--- config.mk ---
export PLATFORM = sky130hd
export DESIGN_NAME = bcp_cache_pins
export DESIGN_NICKNAME = d
export VERILOG_FILES = /design/src/logic/bcp_pkg.sv /design/src/logic/bcp_cache_pins.sv
export SDC_FILE = /design/constraint.sdc
export NUM_CORES = 1
export LEC_CHECK = 0
export BUFFER_PORTS_ARGS = -buffer_cell sky130_fd_sc_hd__buf_2
export CORE_MARGIN = 1.5
export CORE_UTILIZATION = 57
export DETAILED_ROUTE_END_ITERATION = 10
export MAX_ROUTING_LAYER = met4
export PLACE_DENSITY = 0.88
export SYNTH_ARGS = -nofsm -noshare
export SYNTH_HDL_FRONTEND = slang
export SYNTH_SLANG_ARGS = --single-unit
--- constraint.sdc ---
create_clock -name sys_clk -period 5.58 [get_ports sys_clk]
set_input_delay 0 -clock sys_clk [delete_from_list [all_inputs] [get_ports sys_clk]]
set_output_delay 0 -clock sys_clk [all_outputs]
set_load 0.1 [all_outputs]
--- src/logic/bcp_pkg.sv ---
// Shared constants and carrier types for the board cache pin controller
package bcp_pkg;
  // Register map, byte addresses on the APB slave
  localparam logic [11:0] OFF_CTRL = 12'h000;
  localparam logic [11:0] OFF_CMD = 12'h004;
  localparam logic [11:0] OFF_INDEX = 12'h008;
  localparam logic [11:0] OFF_WTAG = 12'h00C;
  localparam logic [11:0] OFF_STATUS = 12'h010;
  localparam logic [11:0] OFF_RTAG = 12'h014;
  // Control fields
  localparam int CTRL_LAG_LSB = 0;
  localparam int CTRL_HALF_LSB = 2;
  localparam int CTRL_EN_BIT = 4;
  localparam logic [4:0] CTRL_RST = 5'h10;
  // Command bits
  localparam int OP_READ_BIT = 0;
  localparam int OP_WDATA_BIT = 1;
  localparam int OP_WTAG_BIT = 2;
  // Write tag fields
  localparam int WTAG_DIRTY_BIT = 23;
  localparam int WTAG_SHARED_BIT = 24;
  localparam int WTAG_VALID_BIT = 25;
  // Status fields
  localparam int ST_BUSY_BIT = 0;
  localparam int ST_PEND_BIT = 1;
  localparam int ST_PARERR_BIT = 2;
  localparam int ST_TMO_BIT = 3;
  localparam int ST_LVALID_BIT = 4;
  localparam int ST_WAKE_BIT = 5;
  localparam int ST_SUPPLY_BIT = 6;
  localparam int ST_NEMPTY_BIT = 7;
  localparam int ST_FULL_BIT = 8;
  localparam int RTAG_ENTRY_BIT = 31;
  // Widths
  localparam int TAG_W = 23;
  localparam int INDEX_W = 20;
  localparam int FWD_PAIRS = 4;
  localparam int FIFO_DEPTH = 2;
  localparam logic [1:0] MAX_LAG = 2'h2;
  // Timing
  localparam int CLK_MHZ = 50;
  localparam int TAG_WAIT_NS = 2000;
  localparam int TAG_WAIT_CYC = (TAG_WAIT_NS * CLK_MHZ) / 1000;

  typedef struct packed {
    logic [TAG_W-1:0] tagAddr;
    logic tagModifiedBit;
    logic tagSharedBit;
    logic tagValidBit;
    logic tagParityBit;
  } bcp_tag_t;

  typedef struct packed {
    logic cacheDataReadEnableN;
    logic cacheDataWriteEnableN;
    logic cacheBurstEnableN;
    logic tagReadEnableN;
    logic tagWriteEnableN;
  } bcp_strobes_t;

  localparam bcp_strobes_t STROBES_IDLE = 5'h1F;

  typedef enum logic [1:0] {
    ST_IDLE,
    ST_ARM,
    ST_ACCESS
  } bcp_state_t;
endpackage

--- src/logic/bcp_cache_pins.sv ---
// Board cache pin controller: forwarded clocks, cache strobes, tag path, APB slave
`timescale 1ns/1ps
module bcp_cache_pins
(
  input wire logic sys_clk,
  input wire logic srst,
  input wire logic clkEn,
  input wire logic psel,
  input wire logic penable,
  input wire logic pwrite,
  input wire logic [11:0] paddr,
  input wire logic [31:0] pwdata,
  output logic [31:0] prdata,
  output logic pready,
  output logic pslverr,
  output logic [bcp_pkg::INDEX_W-1:0] cacheIndexOut,
  output bcp_pkg::bcp_strobes_t cacheStrobes,
  output bcp_pkg::bcp_tag_t cacheTagBusOut,
  output logic cacheTagBusOe,
  input wire bcp_pkg::bcp_tag_t cacheTagBusIn,
  output logic [bcp_pkg::FWD_PAIRS-1:0] cacheDataFwdClockP,
  output logic [bcp_pkg::FWD_PAIRS-1:0] cacheDataFwdClockN,
  output logic tagFwdClockP,
  output logic tagFwdClockN,
  input wire logic tagCaptureClock,
  input wire logic capturedFramingClock,
  input wire logic fwdClockWakeReset,
  input wire logic supplyOkInput,
  output logic wakeRequest
);
  localparam int SYNC_W = $bits(bcp_pkg::bcp_tag_t) + 4;

  function automatic logic [3:0] launch_phase(input logic [3:0] period, input logic [1:0] lag);
    // Pins move one edge after the strobe, so launch one cycle early
    if ({2'h0, lag} >= period)
      launch_phase = period - 4'h1;
    else
      launch_phase = period - 4'h1 - {2'h0, lag};
  endfunction

  function automatic logic tag_parity(input bcp_pkg::bcp_tag_t t);
    tag_parity = ^{t.tagAddr, t.tagModifiedBit, t.tagSharedBit, t.tagValidBit};
  endfunction

  ////////////////////////////////////////////////////////////////////////////
  // Pin synchronisers
  logic [SYNC_W-1:0] sync1_r;
  logic [SYNC_W-1:0] sync2_r;
  logic tagClkDly_r;
  logic frameClkDly_r;
  bcp_pkg::bcp_tag_t tagSync;
  logic tagClkSync;
  logic frameClkSync;
  logic wakeSync;
  logic supplyOk;
  logic tagEdge;
  logic frameEdge;

  always_ff @(posedge sys_clk)
  begin
    if (srst)
    begin
      sync1_r <= '0;
      sync2_r <= '0;
    end
    else if (clkEn)
    begin
      sync1_r <= {cacheTagBusIn, tagCaptureClock, capturedFramingClock,
                  fwdClockWakeReset, supplyOkInput};
      sync2_r <= sync1_r;
    end
  end

  assign tagSync = sync2_r[SYNC_W-1:4];
  assign tagClkSync = sync2_r[3];
  assign frameClkSync = sync2_r[2];
  assign wakeSync = sync2_r[1];
  assign supplyOk = sync2_r[0];

  always_ff @(posedge sys_clk)
  begin
    if (srst)
    begin
      tagClkDly_r <= 1'b0;
      frameClkDly_r <= 1'b0;
    end
    else if (clkEn)
    begin
      tagClkDly_r <= tagClkSync;
      frameClkDly_r <= frameClkSync;
    end
  end

  assign tagEdge = tagClkSync & ~tagClkDly_r;
  assign frameEdge = frameClkSync & ~frameClkDly_r;

  // Wake reset is only looked at on framing clock edges
  logic wake_r;
  always_ff @(posedge sys_clk)
  begin
    if (srst)
      wake_r <= 1'b0;
    else if (clkEn && frameEdge)
      wake_r <= wakeSync;
  end
  assign wakeRequest = wake_r;

  ////////////////////////////////////////////////////////////////////////////
  // Registers
  logic [4:0] ctrl_r;
  logic [2:0] cmdOp_r;
  logic cmdPend_r;
  logic [bcp_pkg::INDEX_W-1:0] index_r;
  logic [25:0] wtag_r;
  logic parErr_r;
  logic tmo_r;
  logic lineValid_r;
  logic wakeSeen_r;
  logic [31:0] prdata_r;
  logic pslverr_r;
  logic wrAcc;
  logic rdAcc;
  logic setupRd;
  logic errAddr;
  logic cmdTake;
  logic capPush;
  logic capTmo;
  bcp_pkg::bcp_state_t state_r;

  assign wrAcc = psel && penable && pwrite && clkEn;
  assign rdAcc = psel && penable && !pwrite && clkEn;
  assign setupRd = psel && !penable;
  assign errAddr = !(paddr == bcp_pkg::OFF_CTRL || paddr == bcp_pkg::OFF_CMD ||
                     paddr == bcp_pkg::OFF_INDEX || paddr == bcp_pkg::OFF_WTAG ||
                     paddr == bcp_pkg::OFF_STATUS || paddr == bcp_pkg::OFF_RTAG);
  assign pready = 1'b1;
  assign prdata = prdata_r;
  assign pslverr = pslverr_r & penable;

  always_ff @(posedge sys_clk)
  begin
    if (srst)
    begin
      ctrl_r <= bcp_pkg::CTRL_RST;
      index_r <= '0;
      wtag_r <= '0;
    end
    else if (wrAcc)
    begin
      if (paddr == bcp_pkg::OFF_CTRL)
        ctrl_r <= pwdata[4:0];
      else if (paddr == bcp_pkg::OFF_INDEX)
        index_r <= pwdata[bcp_pkg::INDEX_W-1:0];
      else if (paddr == bcp_pkg::OFF_WTAG)
        wtag_r <= pwdata[25:0];
    end
  end

  // One command held until the sequencer takes it
  always_ff @(posedge sys_clk)
  begin
    if (srst)
    begin
      cmdOp_r <= '0;
      cmdPend_r <= 1'b0;
    end
    else if (clkEn)
    begin
      if (wrAcc && paddr == bcp_pkg::OFF_CMD && !cmdPend_r && pwdata[2:0] != 3'h0)
      begin
        cmdOp_r <= pwdata[2:0];
        cmdPend_r <= 1'b1;
      end
      else if (cmdTake)
        cmdPend_r <= 1'b0;
    end
  end

  // Sticky flags: a set in the same cycle as a clear wins
  always_ff @(posedge sys_clk)
  begin
    if (srst)
    begin
      parErr_r <= 1'b0;
      tmo_r <= 1'b0;
      wakeSeen_r <= 1'b0;
    end
    else if (clkEn)
    begin
      if (capPush && tag_parity(tagSync) != tagSync.tagParityBit)
        parErr_r <= 1'b1;
      else if (wrAcc && paddr == bcp_pkg::OFF_STATUS && pwdata[bcp_pkg::ST_PARERR_BIT])
        parErr_r <= 1'b0;
      if (capTmo)
        tmo_r <= 1'b1;
      else if (wrAcc && paddr == bcp_pkg::OFF_STATUS && pwdata[bcp_pkg::ST_TMO_BIT])
        tmo_r <= 1'b0;
      if (wake_r)
        wakeSeen_r <= 1'b1;
      else if (wrAcc && paddr == bcp_pkg::OFF_STATUS && pwdata[bcp_pkg::ST_WAKE_BIT])
        wakeSeen_r <= 1'b0;
    end
  end

  always_ff @(posedge sys_clk)
  begin
    if (srst)
      lineValid_r <= 1'b0;
    else if (clkEn && capPush)
      lineValid_r <= tagSync.tagValidBit;
  end

  ////////////////////////////////////////////////////////////////////////////
  // Two-entry buffer of captured tags, drained by reads of the tag register
  bcp_pkg::bcp_tag_t fifoMem [bcp_pkg::FIFO_DEPTH];
  logic fifoWr_r;
  logic fifoRd_r;
  logic [1:0] fifoCnt_r;
  logic fifoInReady;
  logic fifoOutValid;
  logic fifoPop;

  assign fifoInReady = fifoCnt_r != 2'(bcp_pkg::FIFO_DEPTH);
  assign fifoOutValid = fifoCnt_r != 2'h0;
  assign fifoPop = rdAcc && paddr == bcp_pkg::OFF_RTAG && fifoOutValid;

  always_ff @(posedge sys_clk)
  begin
    if (srst)
    begin
      fifoWr_r <= 1'b0;
      fifoRd_r <= 1'b0;
      fifoCnt_r <= '0;
    end
    else if (clkEn)
    begin
      if (capPush && fifoInReady)
      begin
        fifoMem[fifoWr_r] <= tagSync;
        fifoWr_r <= ~fifoWr_r;
      end
      if (fifoPop)
        fifoRd_r <= ~fifoRd_r;
      fifoCnt_r <= fifoCnt_r + 2'(capPush && fifoInReady) - 2'(fifoPop);
    end
  end

  // Read data registered in the setup phase
  always_ff @(posedge sys_clk)
  begin
    if (srst)
    begin
      prdata_r <= '0;
      pslverr_r <= 1'b0;
    end
    else if (clkEn && setupRd)
    begin
      pslverr_r <= errAddr;
      prdata_r <= '0;
      if (paddr == bcp_pkg::OFF_CTRL)
        prdata_r <= {27'h0, ctrl_r};
      else if (paddr == bcp_pkg::OFF_CMD)
        prdata_r <= {28'h0, cmdPend_r, cmdOp_r};
      else if (paddr == bcp_pkg::OFF_INDEX)
        prdata_r <= {12'h0, index_r};
      else if (paddr == bcp_pkg::OFF_WTAG)
        prdata_r <= {6'h0, wtag_r};
      else if (paddr == bcp_pkg::OFF_STATUS)
        prdata_r <= {23'h0, !fifoInReady, fifoOutValid, supplyOk, wakeSeen_r,
                     lineValid_r, tmo_r, parErr_r, cmdPend_r, state_r != bcp_pkg::ST_IDLE};
      else if (paddr == bcp_pkg::OFF_RTAG)
        prdata_r <= {fifoOutValid, 4'h0, fifoMem[fifoRd_r]};
    end
  end

  ////////////////////////////////////////////////////////////////////////////
  // Forwarded clock divider; ratio and lag only change at a wrap while idle
  logic [1:0] half_r;
  logic [1:0] lag_r;
  logic [3:0] phase_r;
  logic fwdClk_r;
  logic [3:0] period;
  logic wrapPt;
  logic launchStb;

  assign period = {1'b0, half_r, 1'b0} + 4'h2;
  assign wrapPt = phase_r == period - 4'h1;
  assign launchStb = phase_r == launch_phase(period, lag_r);

  always_ff @(posedge sys_clk)
  begin
    if (srst)
    begin
      half_r <= '0;
      lag_r <= '0;
      phase_r <= '0;
    end
    else if (clkEn)
    begin
      phase_r <= (wrapPt || wake_r) ? 4'h0 : phase_r + 4'h1;
      if (wrapPt && state_r == bcp_pkg::ST_IDLE)
      begin
        half_r <= ctrl_r[bcp_pkg::CTRL_HALF_LSB +: 2];
        lag_r <= (ctrl_r[1:0] > bcp_pkg::MAX_LAG) ? bcp_pkg::MAX_LAG : ctrl_r[1:0];
      end
    end
  end

  // High for the first half period; rising edge always at phase zero
  always_ff @(posedge sys_clk)
  begin
    if (srst)
      fwdClk_r <= 1'b0;
    else if (clkEn)
      fwdClk_r <= ctrl_r[bcp_pkg::CTRL_EN_BIT] && (wrapPt || wake_r ||
                  phase_r < {2'h0, half_r});
  end

  assign cacheDataFwdClockP = {bcp_pkg::FWD_PAIRS{fwdClk_r}};
  assign cacheDataFwdClockN = {bcp_pkg::FWD_PAIRS{~fwdClk_r}};
  assign tagFwdClockP = fwdClk_r;
  assign tagFwdClockN = ~fwdClk_r;

  ////////////////////////////////////////////////////////////////////////////
  // Access sequencer; reads stall while the tag buffer is full
  logic [7:0] waitCnt_r;
  logic isRead;
  logic accessEnd;

  assign isRead = cmdOp_r[bcp_pkg::OP_READ_BIT];
  assign cmdTake = state_r == bcp_pkg::ST_IDLE && cmdPend_r && supplyOk &&
                   (!isRead || fifoInReady) && clkEn;
  assign capPush = state_r == bcp_pkg::ST_ACCESS && isRead && tagEdge;
  assign capTmo = state_r == bcp_pkg::ST_ACCESS && isRead && !tagEdge &&
                  waitCnt_r == 8'(bcp_pkg::TAG_WAIT_CYC);
  assign accessEnd = isRead ? (capPush || capTmo) : launchStb;

  always_ff @(posedge sys_clk)
  begin
    if (srst)
    begin
      state_r <= bcp_pkg::ST_IDLE;
      waitCnt_r <= '0;
    end
    else if (clkEn)
    begin
      case (state_r)
        bcp_pkg::ST_IDLE:
          if (cmdTake)
            state_r <= bcp_pkg::ST_ARM;
        bcp_pkg::ST_ARM:
          if (launchStb)
          begin
            state_r <= bcp_pkg::ST_ACCESS;
            waitCnt_r <= '0;
          end
        bcp_pkg::ST_ACCESS:
        begin
          waitCnt_r <= waitCnt_r + 8'h1;
          if (accessEnd)
            state_r <= bcp_pkg::ST_IDLE;
        end
        default:
          state_r <= bcp_pkg::ST_IDLE;
      endcase
    end
  end

  // Pin drivers, all launched on the forwarded clock strobe
  bcp_pkg::bcp_strobes_t strobes_r;
  bcp_pkg::bcp_tag_t tagOut_r;
  logic tagOe_r;
  logic [bcp_pkg::INDEX_W-1:0] indexOut_r;

  always_ff @(posedge sys_clk)
  begin
    if (srst)
    begin
      strobes_r <= bcp_pkg::STROBES_IDLE;
      tagOut_r <= '0;
      tagOe_r <= 1'b0;
      indexOut_r <= '0;
    end
    else if (clkEn)
    begin
      if (state_r == bcp_pkg::ST_ARM && launchStb)
      begin
        indexOut_r <= index_r;
        strobes_r.cacheBurstEnableN <= 1'b0;
        strobes_r.cacheDataReadEnableN <= !isRead;
        strobes_r.tagReadEnableN <= !isRead;
        strobes_r.cacheDataWriteEnableN <= !cmdOp_r[bcp_pkg::OP_WDATA_BIT];
        strobes_r.tagWriteEnableN <= !cmdOp_r[bcp_pkg::OP_WTAG_BIT];
        tagOe_r <= !isRead && cmdOp_r[bcp_pkg::OP_WTAG_BIT];
        tagOut_r.tagAddr <= wtag_r[bcp_pkg::TAG_W-1:0];
        tagOut_r.tagModifiedBit <= wtag_r[bcp_pkg::WTAG_DIRTY_BIT];
        tagOut_r.tagSharedBit <= wtag_r[bcp_pkg::WTAG_SHARED_BIT];
        tagOut_r.tagValidBit <= wtag_r[bcp_pkg::WTAG_VALID_BIT];
        tagOut_r.tagParityBit <= ^wtag_r;
      end
      else if (state_r == bcp_pkg::ST_ACCESS && accessEnd)
      begin
        strobes_r <= bcp_pkg::STROBES_IDLE;
        tagOe_r <= 1'b0;
      end
    end
  end

  assign cacheStrobes = strobes_r;
  assign cacheTagBusOut = tagOut_r;
  assign cacheTagBusOe = tagOe_r;
  assign cacheIndexOut = indexOut_r;
endmodule // bcp_cache_pins

==> impl_results.md, run 1 <==
- ANT nets after route: 0
- Clock tree buffer depth: 3
- Most frequent cells in the layout: dfxtp_1 (229), nand2_1 (221), buf_2 (165)
- DRT Wirelength: 29.5 mm
- Final clock period utilization by the worst path: 62.9%
- R2R Setup Slk: 2.07 ns
- Wire per inst: 17.1 um
- Remaining Overflow, GRT: 0
- Syn_area_per_cell: 9.44 um^2
- RR Endpoint: cacheTagBusOut[26]
- Critical Path AT: 3.96 ns
- Slew @ Worst Pin: 1.31 ns
- Total die area: 21700 um^2
- Cells after Synth: 1259
- Hold Startpoint: srst
- CP max stage delay: 0.86 ns
- Netlist cell types: 61
- Initial DRT Pass Iterations: 5
- Hold EP: prdata[8]
- Final setup viols: 0
- Core ar.: 20400 um^2
- Setup TNS: 0 ns
- Fin crit period: 3.51 ns
- Register-to-Register Path Depth: 9
- P_leak: 5.53 nW
- Placed Instances: 1611
- Clock H-tree levels: 1
- Critical R2R Launch: half_r[0]
- CP max-delay cell: and2_2
- Delay-heaviest family, CP: simple AND/OR/NAND/NOR gates
- Fin. Hold Viols: 0
- Hold/Removal Path Class: in -> reg
- Crit path max fanout: 57
- Relative slew slack: 12.3%
- Clock Tree Root: clkbuf_16
- DR vias: 9742
- Yosys reg bits: 283
- Die Ht: 147 um
- Fin Clk Skew: 0.0112 ns
- Worst skew pair latency: 0.54 ns
- WS Path Type: reg -> reg
- First-pass GRT wire length: 47.3 mm
- Worst path required time: 6.03 ns
- Synth-to-layout area growth: 19.9%
- Row cnt: 52
- PostCTS Resize Cnt: 0
- Synth Flop Type: dfxtp_1
- Ys async rst share: 0%
- # port buffers: 167
- Cell Area, Synth: 11900 um^2
- Post-synth EDFFs: 54
- Fin cells: 1725
- Ports: 179
- Outcome: finished, final reports clean
- Crit start category: flop
- Initial antenna violation count: 0
- Slew Limit Fails: 0
- CP endpoint kind: flop
- Total GRT Usage: 27.7%
- Unrepaired setup endpoints after global routing: no
- Inserted Diodes: 0
- Setup bufs post-CTS: 0
- Worst path buffer plus inverter count: 1
- Worst-path clk slew: 0.07 ns
- Pin count of the biggest net entering global routing: 134
- Die X: 147 um
- Proportion of layout cells with a drive suffix above 1: 16.7%
- Maximum VDD drop: 208 uV
- Pwr dens: 303 nW/um^2
- Final HPWL DP: 19.2 mm
- Max Cap Violations: 0
- Hold buffer count at cts: 62
- Sequential area share after synthesis: 52.2%
- Fin nets: 1526
- Initial Util: 58.4%
- Fillers: 1452
- Iteration-0 DRC Markers: 824
- Total CTS buffers: 28
- Max Fclk: 285 MHz
- Hold Path Cell Cnt: 2
- Via-per-instance ratio: 5.65
- Crit-path cells: inv_1 > ha_1 > xor2_1 > a2111oi_2 > xnor2_1 > and4bb_1 > and2_2 > nand2_1 > a21oi_1
- GPL Wtd Cong: 0.882
- Sink Count: 283
- CTS tree: built
- Yosys warning total: 0
- Vias in the first global route: 9184
- DRC: 0
- Most common cell after layout, fill and taps aside: dfxtp_1
==> registers in the layout, summed over array words and instances (netlist names), 3 cells and up, named ones only <==
name / flops
sync2_r: 31
sync1_r: 31
phase_r: 4
wtag_r: 26
cacheIndexOut: 20
prdata: 28
cacheStrobes: 4
index_r: 20
ctrl_r: 5
cacheTagBusOut: 27
cmdOp_r: 3
fifoMem: 54
waitCnt_r: 8
==> where the power goes <==
group	internal, mW	switching [mW]
Clock	1.11	0.783
Combinational	0.116	0.184
Sequential	2.10	0.0227
Total	3.33	0.989
==> worst max path at each step <==
stage                          start                 end  slack [ns]  depth (start not counted)
after detailed placement   half_r[0]       cacheTagBusOe        2.15                          9
after global routing       half_r[0]  cacheTagBusOut[26]        1.81                          9
after CTS                  half_r[0]        waitCnt_r[1]        2.14                          9
after global placement     half_r[0]        waitCnt_r[1]        2.28                          9
after floorplan           state_r[1]       fifoMem[1][0]        1.28                          4
final                      half_r[0]  cacheTagBusOut[26]        2.07                          9
==> stage by stage <==
step | hold slack, ns | setup WS (ns) | util, % | power, mW | instance area, um^2
4_1_cts | 0.0372 | 2.14 | 70.0 | 4.32 | 14200
6_report | 0.0275 | 2.07 | 70.0 | 4.31 | 14200
3_3_place_gp | 0.234 | 2.28 | 62.4 | 2.43 | 12700
3_5_place_dp | 0.241 | 2.15 | 62.4 | 2.43 | 12700
2_1_floorplan | 0.136 | 1.28 | - | 2.37 | 11900
5_1_grt | 0.101 | 1.81 | 70.0 | 4.43 | 14200
==> cell usage after synthesis (3+ instances only) <==
cell type / number / area share [%]
dfxtp_1: 229 / 39
nand2_1: 222 / 7.0
nor2_1: 146 / 4.6
a21oi_1: 121 / 5.1
mux2i_1: 102 / 8.6
clkbuf_1: 66 / 2.1
edfxtp_1: 54 / 14
xnor2_1: 53 / 3.9
a221oi_1: 18 / 1.3
nand3_1: 18 / 0.76
o21ai_0: 18 / 0.76
nor3_1: 17 / 0.72
buf_4: 15 / 0.95
inv_1: 15 / 0.47
xor2_1: 15 / 1.1
ha_1: 12 / 1.3
mux2_2: 12 / 1.1
nor2b_1: 10 / 0.53
and3_1: 7 / 0.37
buf_1: 7 / 0.22
nand3b_1: 7 / 0.44
and2_1: 6 / 0.32
nand2b_1: 6 / 0.32
o221ai_1: 6 / 0.44
nand4_1: 5 / 0.26
a211oi_1: 4 / 0.25
a22oi_1: 4 / 0.25
buf_6: 4 / 0.38
or3_1: 4 / 0.21
a311oi_1: 3 / 0.22
a31oi_1: 3 / 0.16
nor4_1: 3 / 0.16
o22ai_1: 3 / 0.16
o2bb2ai_1: 3 / 0.22
or2_2: 3 / 0.16
==> per-layer routing <==
layer	vias up	global-route usage, %	share of wire [%]
met2	433	42.9	46
met4	0	13.2	4.9
met3	115	4.32	7.4
li1	4656	-	-
met5	-	-	0
met1	4538	35.6	42
==> worst reg2reg max path: cells and delay by family, from the launching register on <==
| kind | cells | cell delay [ns] |
|---|---|---|
| AO/OA/AOI/OAI | 2 | 0.59 |
| XOR/XNOR | 2 | 0.38 |
| adder cells (fa/ha/maj) | 1 | 0.38 |
| buffers and inverters | 1 | 0.20 |
| flip-flops | 1 | 0.50 |
| AND/OR/NAND/NOR | 3 | 1.37 |
==> cell type report <==
class / instances / area, um^2 / area share, %
clock inverters: 13 / 155 / 1.09
multi-input cells: 870 / 5210 / 36.6
clock buffers: 39 / 772 / 5.42
inverters: 15 / 56.3 / 0.395
repair buffers: 235 / 1510 / 10.6
well taps: 270 / 338 / 2.37
flip-flops and latches: 283 / 6210 / 43.6
==> logic make-up after synthesis <==
| family | Yosys count | synth area share, % |
|---|---|---|
| adders and majority gates | 12 | 1.26 |
| muxes | 114 | 9.73 |
| AOI/OAI and AO/OA | 202 | 10.5 |
| xor gates and xnor gates | 68 | 5.01 |
| and+or+nand+nor | 469 | 17.1 |
| DFF | 283 | 52.2 |
| other | 2 | 0.0632 |
| buffers and inverters | 109 | 4.19 |
Note: power is estimated with default switching activity, not from simulation.
==> run 2: changes to the inputs <==
clock period = 3.7 ns   (was 5.58 ns; I/O delays follow)
==> impl_results.md, run 2 (synthesized netlist as in run 1, its figures left out) <==
- Outcome: finished, final reports clean
- CTS tree: built
- Die X: 147 um (unchanged)
- DRT Wirelength: 29.3 mm (-0.59%)
- Placed Instances: 1619 (+0.50%)
- Max Fclk: 319 MHz (+12%)
- Unrepaired setup endpoints after global routing: no
- Clock tree buffer depth: 3 (unchanged)
- CP endpoint kind: flop
- Total power: 6.24 mW (+45%)
- Setup TNS: 0 ns (unchanged)
- Total die area: 21700 um^2 (unchanged)
- Most frequent cells in the layout: dfxtp_1 (229), nand2_1 (221), buf_2 (165)
- Final setup viols: 0 (unchanged)
- Iteration-0 DRC Markers: 813 (-1.3%)
- Initial DRT Pass Iterations: 5 (unchanged)
- GPL Wtd Cong: 0.919 (+4.3%)
- Met3 Use GR: 4.94% (+0.62 points)
- DRC: 0 (unchanged)
- Hold/Removal Path Class: in -> reg
- Largest registers: fifoMem: 54 flops, sync1_r: 31 flops, sync2_r: 31 flops
- Initial Util: 58.4% (unchanged)
- Fin nets: 1530 (+0.26%)
- Core ar.: 20400 um^2 (unchanged)
- Setup bufs post-CTS: 0 (unchanged)
- Clock H-tree levels: 1 (unchanged)
- # port buffers: 167 (unchanged)
- Wire per inst: 17.0 um (-0.59%)
- P_leak: 5.52 nW (-0.20%)
- Crit path max fanout: 27 (-53%)
- Worst-path clk slew: 0.06 ns (about the same)
- Pin count of the biggest net entering global routing: 127 (-5.2%)
- PostCTS Resize Cnt: 0 (unchanged)
- Initial antenna violation count: 1 (+1)
- First-pass GRT wire length: 46.2 mm (-2.2%)
- Fin crit period: 3.14 ns (-0.374 ns)
- Crit-path cells: inv_1 > ha_1 > xor2_1 > a2111oi_2 > xnor2_1 > and4bb_1 > nand2_2 > buf_4 > nand2_1 > a21oi_1
- Max reg flops: 54 (unchanged)
- Slew @ Worst Pin: 1.07 ns (-0.240 ns)
- Worst path required time: 4.15 ns (-1.88 ns)
- Row cnt: 52 (unchanged)
- ANT nets after route: 0 (unchanged)
- Fin area: 14200 um^2 (-0.18%)
- Remaining Overflow, GRT: 0 (unchanged)
- Sink Count: 283 (unchanged)
- Worst skew pair latency: 0.52 ns (-0.02 ns)
- Total GRT Usage: 27.0% (-0.64 points)
- Critical Path AT: 3.58 ns (-0.38 ns)
- Slew Limit Fails: 0 (unchanged)
- Worst path buffer plus inverter count: 2 (+1)
- Fin cells: 1725 (unchanged)
- Clock Tree Root: clkbuf_16
- Maximum VDD drop: 366 uV (+76%)
- Fin Clk Skew: 0.00973 ns (-0.00143 ns)
- Proportion of layout cells with a drive suffix above 1: 17.1% (+0.36 points)
- Synth-to-layout area growth: 19.7%
- Delay-heaviest family, CP: simple AND/OR/NAND/NOR gates
- Gr busiest metal: met2
- Crit start category: flop
- Pwr dens: 439 nW/um^2 (+45%)
- CP max-delay cell: dfxtp_1
- Total CTS buffers: 27 (-3.6%)
- Final clock period utilization by the worst path: 84.7% (+22 points)
- Biggest register: fifoMem
- Met1 GRT Util: 34.6% (-1.0 points)
- Most common cell after layout, fill and taps aside: dfxtp_1
- DR vias: 9695 (-0.48%)
- Vias in the first global route: 9117 (-0.73%)
- Max Cap Violations: 0 (unchanged)
- Ports: 179 (unchanged)
- Relative slew slack: 28.9% (+17 points)
- GR Layer Usage met2: 42.1% (-0.85 points)
- Via-per-instance ratio: 5.62 (-0.48%)
- Placed instance area: 12800 um^2 (+0.81%)
- Fin. Hold Viols: 0 (unchanged)
- Final HPWL DP: 19.2 mm (about the same)
- CP max stage delay: 0.51 ns (-0.35 ns)
- WS Path Type: reg -> reg
- Die Ht: 147 um (unchanged)
[run 2: worst min-delay path, stage by stage]
cell and delay [ns]:
buf_2 0.19, o21ai_0 0.11, nand2_1 0.06, nand3_1 0.07, a21oi_1 0.06
[run 2: power breakdown]
group          internal (mW)  switching (mW)
sequential              3.17          0.0336
clock                   1.47            1.12
combinational          0.175           0.275
total                   4.82            1.43
[run 2: metrics by stage]
stage	utilization, %	setup WS (ns)	hold WS [ns]
after floorplan	-	0.722	0.136
after CTS	69.8	0.570	0.00572
after global routing	69.8	0.311	0.0354
after global placement	62.9	0.728	0.234
final	69.8	0.564	0.0266
after detailed placement	62.9	0.596	0.243
[run 2: area by class of cell]
cell class	count	area, um^2
well taps	270	338
clock inverters	8	38.8
diodes	1	2.50
multi-input cells	870	5230
flip-flops and latches	283	6210
fillers	1451	6140
repair buffers	240	1570
inverters	15	56.3
clock buffers	38	788
[run 2: final timing paths]
kind / slack, ns / endpoint / cells after the start / startpoint
worst max-delay path: 0.56 / cacheTagBusOut[3] / 10 / half_r[0]
worst min-delay path: 0.03 / prdata[5] / 5 / paddr[3]
worst max register to register: 0.56 / cacheTagBusOut[3] / 10 / half_r[0]
worst min register to register: 0.45 / cacheIndexOut[13] / 2 / cacheIndexOut[13]
[run 2: per-layer routing]
layer	routed length [um]	share of wire, %
met2	13600	46
met1	12500	43
met4	1210	4.1
met3	2000	6.8
met5	0	0
[run 2: timing repair]
action	in CTS	in global routing
hold buffers	59	0
hold endpoints to repair	101	0
setup endpoints to repair	0	0
